$ cat src/rtl/ttx_pkg.sv
// Purpose: shared constants and types for the teletext insertion link
// Assumes: one system clock, 40 MHz
// Notes:   bit timing is counted in system clock cycles
package ttx_pkg;
	// ------------------------------------------------------------
	// clock and time
	// ------------------------------------------------------------
	localparam int CLK_PERIOD_PS    = 25000;
	localparam int SYNC_DELAY_NS    = 10200; // 10.2 us, in ns
	localparam int SYNC_DELAY_CYC   = (SYNC_DELAY_NS * 1000) / CLK_PERIOD_PS;
	// ------------------------------------------------------------
	// bit schedule
	// ------------------------------------------------------------
	localparam int LINE_BITS        = 360;
	localparam int GROUP_BITS       = 37;
	localparam int GROUP_CYCLES     = 144;
	localparam int LONG_BIT_CYC     = 4;
	localparam int SHORT_BIT_CYC    = 3;
	localparam int SHORT_SPACING    = 9;  // bits 10,19,28,37 of each group
	localparam int BIT_CNT_W        = 9;
	localparam int CYC_CNT_W        = 3;
	localparam int GRP_CNT_W        = 6;
	localparam int TIMING_W         = 4;
	localparam int SYNC_CNT_W       = 12;
	localparam int SAMPLE_W         = 10;
	// request edge step per timing field unit, in cycles
	localparam int REQ_STEP_CYC     = 1;
	localparam logic [SAMPLE_W-1:0] SAMPLE_HI = 10'h1FF;
	localparam logic [SAMPLE_W-1:0] SAMPLE_LO = 10'h000;
	localparam logic [TIMING_W-1:0] TIMING_RESET = 4'h0;

	typedef enum logic [1:0] {
		TTX_IDLE = 2'b00,
		TTX_WAIT = 2'b01,
		TTX_REQ  = 2'b11,
		TTX_DONE = 2'b10
	} ttx_state_t;

	// cycles that a bit of the group lasts; pos is 1-based within group
	function automatic logic [CYC_CNT_W-1:0] ttx_bit_len(input logic [GRP_CNT_W-1:0] pos);
		logic [GRP_CNT_W-1:0] p;
		p = pos;
		if (p == 6'd10 || p == 6'd19 || p == 6'd28 || p == 6'd37)
			return CYC_CNT_W'(SHORT_BIT_CYC);
		else
			return CYC_CNT_W'(LONG_BIT_CYC);
	endfunction
endpackage

$ cat src/rtl/ttx_link_if.sv
// Purpose: teletext request and data link between encoder and source
// Assumes: both ends on clk_sys
// Notes:   plain wires, no clocking block
`timescale 1ns/10ps
interface ttx_link_if;
	logic teletext_request_out;
	logic teletext_data_in;
	modport encoder (output teletext_request_out, input teletext_data_in);
	modport source  (input teletext_request_out, output teletext_data_in);
endinterface

$ cat src/rtl/ttx_encoder.sv
// Purpose: teletext request timing, sampling and insertion at encoder end
// Assumes: hsync_lead is a one-cycle pulse on clk_sys at the sync edge
// Notes:   insertion point fixed; the request rise edge moves by the timing field, the fall follows the last bit
//
// Overview of operation
// - data appears 10.2 us after sync edge
// - source delivers after its pipeline delay
// - request rise position programmable; fall follows the last bit
// - field zero gives full 360-bit window
// - enable cleared keeps window closed
// - 37 bits take exactly 144 cycles
// - bits 10,19,28,37 three cycles, others four
// - short-bit pattern repeats every 37 bits
// - same timing all lines, per-line select
// - resample through sequencer and phase interpolator
`timescale 1ns/10ps
module ttx_encoder
	import ttx_pkg::*;
(
	// clock and reset
	input  wire logic                clk_sys,
	input  wire logic                rst,
	// video timing
	input  wire logic                hsync_lead,
	// control
	input  wire logic                teletext_enable_bit,
	input  wire logic                line_select,
	input  wire logic [TIMING_W-1:0] request_timing_field,
	// link
	ttx_link_if.encoder              link,
	// output samples and insert flag
	output logic [SAMPLE_W-1:0]      composite_output,
	output logic [SAMPLE_W-1:0]      luma_output,
	output logic                     insert_active
);
	// ------------------------------------------------------------
	// state
	// ------------------------------------------------------------
	ttx_state_t                 state;
	logic [SYNC_CNT_W-1:0]      since_sync;
	logic [TIMING_W-1:0]        timing;
	logic                       req_q;
	logic                       d_s1;
	logic                       d_s2;
	logic [CYC_CNT_W-1:0]       cyc;
	logic [GRP_CNT_W-1:0]       pos;
	logic [BIT_CNT_W-1:0]       taken;
	logic                       bit_q;
	logic                       bit_prev;
	logic [1:0]                 phase;
	logic                       ins;
	logic [SAMPLE_W-1:0]        next_sample;
	logic [SYNC_CNT_W-1:0]      rise_at;

	// request leads the insertion point by the programmed field plus 3 cycles
	// the lead must cover the source's sync pair, its pipeline and our sync pair,
	// or bits are caught on their edges; a field of 5 to 7 suits a 2-cycle source
	assign rise_at = SYNC_CNT_W'(SYNC_DELAY_CYC) - SYNC_CNT_W'(timing * REQ_STEP_CYC) - 12'd4;

	// ------------------------------------------------------------
	// setup capture, once per line
	// ------------------------------------------------------------
	always_ff @(posedge clk_sys or posedge rst)
		if (rst)
			timing <= TIMING_RESET;
		else if (hsync_lead)
			timing <= request_timing_field;

	// data pin from the source: two flip-flops first
	always_ff @(posedge clk_sys or posedge rst)
		if (rst)
		begin
			d_s1 <= 1'b0;
			d_s2 <= 1'b0;
		end
		else
		begin
			d_s1 <= link.teletext_data_in;
			d_s2 <= d_s1;
		end

	// ------------------------------------------------------------
	// line sequencer
	// ------------------------------------------------------------
	always_ff @(posedge clk_sys or posedge rst)
		if (rst)
		begin
			state      <= TTX_IDLE;
			since_sync <= '0;
		end
		else if (hsync_lead)
		begin
			since_sync <= '0;
			// every line uses one schedule; the line select gates it
			state <= (teletext_enable_bit && line_select) ? TTX_WAIT : TTX_IDLE;
		end
		else
		begin
			// saturates so a missing sync pulse cannot wrap into a second window
			if (since_sync != '1)
				since_sync <= since_sync + 12'd1;
			case (state)
				TTX_IDLE: state <= TTX_IDLE;
				TTX_WAIT:
					if (!teletext_enable_bit)
						state <= TTX_IDLE;
					else if (since_sync == rise_at)
						state <= TTX_REQ;
				TTX_REQ:
					// request stays up until the last bit has run its full length
					if (!teletext_enable_bit)
						state <= TTX_DONE;
					else if (taken == BIT_CNT_W'(LINE_BITS) && cyc == 3'd0)
						state <= TTX_DONE;
				TTX_DONE: state <= TTX_DONE;
				default: state <= TTX_IDLE;
			endcase
		end

	always_ff @(posedge clk_sys or posedge rst)
		if (rst)
			req_q <= 1'b0;
		else
			req_q <= (state == TTX_REQ) && !hsync_lead;

	assign link.teletext_request_out = req_q;

	// ------------------------------------------------------------
	// bit sampler: starts at the fixed insertion point
	// ------------------------------------------------------------
	// a bit is taken on the first cycle of its period; a short bit leaves
	// only one cycle of slack, so the request lead must be set to match
	always_ff @(posedge clk_sys or posedge rst)
		if (rst)
		begin
			cyc   <= '0;
			pos   <= 6'd1;
			taken <= '0;
			bit_q <= 1'b0;
			ins   <= 1'b0;
		end
		else if (state != TTX_REQ || since_sync < SYNC_CNT_W'(SYNC_DELAY_CYC))
		begin
			cyc   <= '0;
			pos   <= 6'd1;
			taken <= '0;
			ins   <= 1'b0;
		end
		else if (cyc == 3'd0 && taken < BIT_CNT_W'(LINE_BITS))
		begin
			bit_q <= d_s2;
			ins   <= 1'b1;
			cyc   <= ttx_bit_len(pos) - 3'd1;
			pos   <= (pos == 6'(GROUP_BITS)) ? 6'd1 : pos + 6'd1;
			taken <= taken + 9'd1;
		end
		else if (cyc != 3'd0)
			cyc <= cyc - 3'd1;
		else
			ins <= 1'b0;

	// ------------------------------------------------------------
	// interpolation: phase steps soften each transition
	// ------------------------------------------------------------
	always_ff @(posedge clk_sys or posedge rst)
		if (rst)
		begin
			bit_prev <= 1'b0;
			phase    <= 2'd0;
		end
		else if (cyc == 3'd0 && ins)
		begin
			bit_prev <= bit_q;
			phase    <= 2'd0;
		end
		else if (phase != 2'd3)
			phase <= phase + 2'd1;

	// linear blend from previous bit to current one, bandlimits edges
	// a three-cycle bit ends its ramp one step short of full level
	always_comb
	begin
		next_sample = SAMPLE_LO;
		if (ins)
		begin
			if (bit_prev == bit_q)
				next_sample = bit_q ? SAMPLE_HI : SAMPLE_LO;
			else if (bit_q)
				next_sample = SAMPLE_W'((SAMPLE_HI >> 2) * (phase + 2'd1));
			else
				next_sample = SAMPLE_HI - SAMPLE_W'((SAMPLE_HI >> 2) * (phase + 2'd1));
		end
	end

	// luma carries the same samples; no separate chroma path is needed here
	always_ff @(posedge clk_sys or posedge rst)
		if (rst)
		begin
			composite_output <= SAMPLE_LO;
			luma_output      <= SAMPLE_LO;
			insert_active    <= 1'b0;
		end
		else
		begin
			composite_output <= next_sample;
			luma_output      <= next_sample;
			insert_active    <= ins;
		end
endmodule

$ cat src/flat_wrapper.sv
// flat-port wrapper written by rule: the top's interface ports become plain ports
module ttx_encoder_flat import ttx_pkg::*;
  (clk_sys, rst, hsync_lead, teletext_enable_bit, line_select, request_timing_field, composite_output, luma_output, insert_active, link_teletext_request_out, link_teletext_data_in);
  ttx_link_if link_i ();
  input  wire logic clk_sys;
  input  wire logic rst;
  input  wire logic hsync_lead;
  input  wire logic teletext_enable_bit;
  input  wire logic line_select;
  input  wire logic [TIMING_W-1:0] request_timing_field;
  output logic [SAMPLE_W-1:0] composite_output;
  output logic [SAMPLE_W-1:0] luma_output;
  output logic insert_active;
  output wire logic [$bits(link_i.teletext_request_out)-1:0] link_teletext_request_out;
  input wire logic [$bits(link_i.teletext_data_in)-1:0] link_teletext_data_in;
  assign link_teletext_request_out = link_i.teletext_request_out;
  assign link_i.teletext_data_in = link_teletext_data_in;
  ttx_encoder u_core (.clk_sys(clk_sys), .rst(rst), .hsync_lead(hsync_lead), .teletext_enable_bit(teletext_enable_bit), .line_select(line_select), .request_timing_field(request_timing_field), .link(link_i), .composite_output(composite_output), .luma_output(luma_output), .insert_active(insert_active));
endmodule
$ cat config.mk
export PLATFORM = sky130hd
export DESIGN_NAME = ttx_encoder_flat
export DESIGN_NICKNAME = d
export VERILOG_FILES = /design/src/rtl/ttx_pkg.sv /design/src/rtl/ttx_link_if.sv /design/src/rtl/ttx_encoder.sv /design/src/flat_wrapper.sv
export SDC_FILE = /design/constraint.sdc
export NUM_CORES = 1
export LEC_CHECK = 0
export ABC_CLOCK_PERIOD_IN_PS = 2700
export BUFFER_PORTS_ARGS = -buffer_cell sky130_fd_sc_hd__buf_2
export CAP_MARGIN = 30
export CORE_MARGIN = 2
export CORE_UTILIZATION = 45
export DETAILED_ROUTE_END_ITERATION = 16
export HOLD_SLACK_MARGIN = 0.12
export PLACE_DENSITY_LB_ADDON = 0.2
export SKIP_CTS_REPAIR_TIMING = 1
export SLEW_MARGIN = 20
export SYNTH_ARGS = -nofsm -noshare
export SYNTH_HDL_FRONTEND = slang
export SYNTH_SLANG_ARGS = --single-unit
export TNS_END_PERCENT = 10
$ cat constraint.sdc
create_clock -name clk_sys -period 2.7 [get_ports clk_sys]
set_input_delay 0.54 -clock clk_sys [delete_from_list [all_inputs] [get_ports clk_sys]]
set_output_delay 0.54 -clock clk_sys [all_outputs]
set_load 0.03 [all_outputs]
==> qor.yml <==
wl_um: 6110
critPathCaptureType: "flip-flop"
vias: 2408
p_per_area_nw_per_um2: 508
critPathLaunchType: "flip-flop"
async_reset_ff_share_pct: 100
p_leak_nw: 1.61
viasPerCell: 5.49
internal_power_mw: 1.23
hpwl_um: 4350
syn_avg_cell_area_um2: 9.94
layout-drive-gt1-share_pct: 17.2
cts_tree: "yes"
synth_flop_cell: "dfrtp_1"
antenna_cells: 0
design_area_um2: 3460
ir_worst_vdd_mv: 0.185
max_cap_violations: 0
wl_per_cell_um: 13.9
ys_ff_latch: 54
clkLatencyLatePin_ns: 0.31
gp_congestion: 0.796
max_freq_ghz: 0.440
syn_area_um2: 3170
layout_min_cycle_time_ns: 2.27
worstRegToRegCells: 6
die_area_um2: 7730
arrival_ns: 2.48
holdCritPathClass: "primary input to async pin"
antenna_found_initial: 0
htreeDepth: 2
finalSetupTns_ns: 0
cp_cell_sequence: "inv_1 > ha_1 > fa_1 > fa_1 > mux2i_1 > nor2b_1"
clock-sinks: 54
reg2reg_to: "u_core.composite_output[5]"
antenna_left: 0
drt-pass1-iter-count: 5
core_area_um2: 6790
nets: 371
port_buffers: 31
grt_pass1_wl_um: 10400
finClkSkew_ns: 0.0132
die_h_um: 87.9
max_slew_margin_pct: 66.3
cts_made_buffers: 5
cts.clk_slew.worst_paths_ns: 0.10
io_pins: 32
placed_cell_area_um2: 3380
netSwitchingPower_mw: 0.526
yosys_warnings: 0
r2r_setup_slack_ns: 0.43
slowest_stage: "fa_1"
yosysSeqAreaShare_pct: 42.7
grt_max_degree: 33
cp_common_cell: "fa_1"
r2r_start: "u_core.phase[0]"
die_x_um: 87.9
setup_violations: 0
power_frac_seq_pct: 50.1
root_buffer: "clkbuf_8"
cp.required_ns: 2.90
dp.cells: 431
synth_edf_count: 0
max-clock-path-buffers: 2
hold_violations: 0
rows: 30
synth_cell_types: 60
rsz0062_at_grt: "no"
status: "completed"
final_cells: 439
syn-num-nets: 348
clock_power_share_pct: 25.1
area_growth_pct: 9.19
syn_inst: 319
p_sw_share_pct: 29.9
pwr-share-comb_pct: 24.8
grt_pass1_vias: 2176
worst-setup-path-type: "flip-flop to flip-flop"
num-fill-cells: 636
finalCritPeriodShare_pct: 84.2
drtIter0Drc: 147
slew_violations: 0
cp_max_fo: 6
grt_usage_pct: 17.1
drc_errors: 0
start_util_pct: 46.7
gr-total-overflow: 0
tightest_slew_ns: 0.502
max_stage_delay_ns: 0.52
-- critical path: cells and delay by family (launching register included) --
| family | cells | cell delay, ns |
|---|---|---|
| muxes | 1 | 0.19 |
| adders and majority gates | 3 | 1.33 |
| DFF | 1 | 0.48 |
| and+or+nand+nor | 1 | 0.06 |
| buffers and inverters | 1 | 0.12 |
-- cell usage in the layout, fill, tap and decap left out, types with 2 or more instances in the layout --
| master | n |
|---|---|
| nor2_1 | 16 |
| a31oi_1 | 5 |
| mux2_2 | 4 |
| o21ai_0 | 15 |
| xor2_1 | 11 |
| and4_1 | 2 |
| a21oi_1 | 18 |
| or3_1 | 5 |
| or4_1 | 5 |
| buf_2 | 31 |
| nand4_1 | 3 |
| a311oi_1 | 2 |
| dfrtp_1 | 53 |
| o22ai_1 | 3 |
| nand2b_1 | 6 |
| buf_4 | 8 |
| and2_1 | 5 |
| nor3b_1 | 3 |
| mux2i_1 | 14 |
| nor3_1 | 7 |
| clkbuf_8 | 5 |
| xnor2_1 | 5 |
| nor4_1 | 4 |
| and3_1 | 4 |
| nand2_1 | 20 |
| o31ai_1 | 5 |
| inv_1 | 11 |
| nor2b_1 | 8 |
| nand3b_1 | 3 |
| ha_1 | 17 |
| fa_1 | 2 |
| o311ai_0 | 2 |
| nand3_1 | 11 |
-- metrics by stage --
stage	power (mW)	util, %	setup slack (ns)	hold WS, ns
floorplan	1.25	-	0.553	0.331
global placement	1.32	49.7	0.496	0.334
detailed placement	1.34	49.7	0.424	0.335
CTS	1.79	51.0	0.406	0.275
global route	1.89	51.0	0.305	0.283
finish	1.76	51.0	0.426	0.257
-- metal layers --
layer	wire, um	GRT usage, %	vias up
met5	0	0	-
met4	57	3.78	0
met3	181	3.39	6
met2	2820	27.4	43
met1	3040	24.0	1170
li1	-	-	1189
-- final cells by class --
| type | count | area [um2] | share of cell area (%) |
|---|---|---|---|
| repair buffers | 39 | 215 | 6.22 |
| clock inverters | 2 | 13.8 | 0.398 |
| multi-input cells | 230 | 1640 | 47.5 |
| well taps | 96 | 120 | 3.47 |
| clock buffers | 6 | 72.6 | 2.10 |
| inverters | 12 | 45.0 | 1.30 |
| flip-flops and latches | 54 | 1350 | 39.1 |
-- cell usage after synthesis (all sizes together) (5+ instances only) --
master	count	area, um2
nor3	8	51.3
nand3	11	55.1
o21ai	15	75.1
buf	12	87.6
or4	5	37.5
clkbuf	11	42.5
inv	12	45.0
o31ai	5	37.5
nor2	16	60.1
nor2b	8	50.1
a21oi	18	90.1
a31oi	5	31.3
dfrtp	53	1330
nand2b	6	37.5
or3	6	42.5
xnor2	5	43.8
nand2	21	81.3
and2	5	31.3
ha	17	213
mux2i	14	140
xor2	11	96.3
-- registers in the layout, summed over array words and instances, names as in the netlist, 2 cells and up --
signal                   cells
u_core.phase                 2
u_core.cyc                   3
u_core.composite_output      9
u_core.taken                 9
u_core.state                 2
u_core.pos                   6
u_core.timing                4
u_core.since_sync           12
-- cell families after synthesis --
kind of cell	after synthesis	share of synthesized area, %
multiplexers	18	5.84
buffers and inverters	35	5.52
adder cells (fa/ha/maj)	19	7.97
XOR/XNOR	16	4.42
flip-flops	54	42.7
other	1	0.118
AO/OA/AOI/OAI	67	13.9
AND/OR/NAND/NOR	109	19.6
-- power groups by stage --
stage / Sequential [mW] / Combinational, mW / Clock (mW)
floorplan: 0.885 / 0.368 / 0
global placement: 0.895 / 0.425 / 0
detailed placement: 0.897 / 0.444 / 0
CTS: 0.881 / 0.448 / 0.462
global route: 0.890 / 0.492 / 0.505
finish: 0.881 / 0.437 / 0.442
-- how the worst max path moves through the flow --
stage               startpoint                         end  cells after the start
6_report       u_core.phase[0]  u_core.composite_output[5]                      6
5_1_grt        u_core.phase[0]  u_core.composite_output[5]                      6
4_1_cts        u_core.phase[0]  u_core.composite_output[5]                      6
3_5_place_dp   u_core.phase[0]  u_core.composite_output[5]                      6
3_3_place_gp   u_core.phase[0]  u_core.composite_output[5]                      6
2_1_floorplan  u_core.phase[0]  u_core.composite_output[5]                      6
Note: power is estimated with default switching activity, not from simulation.
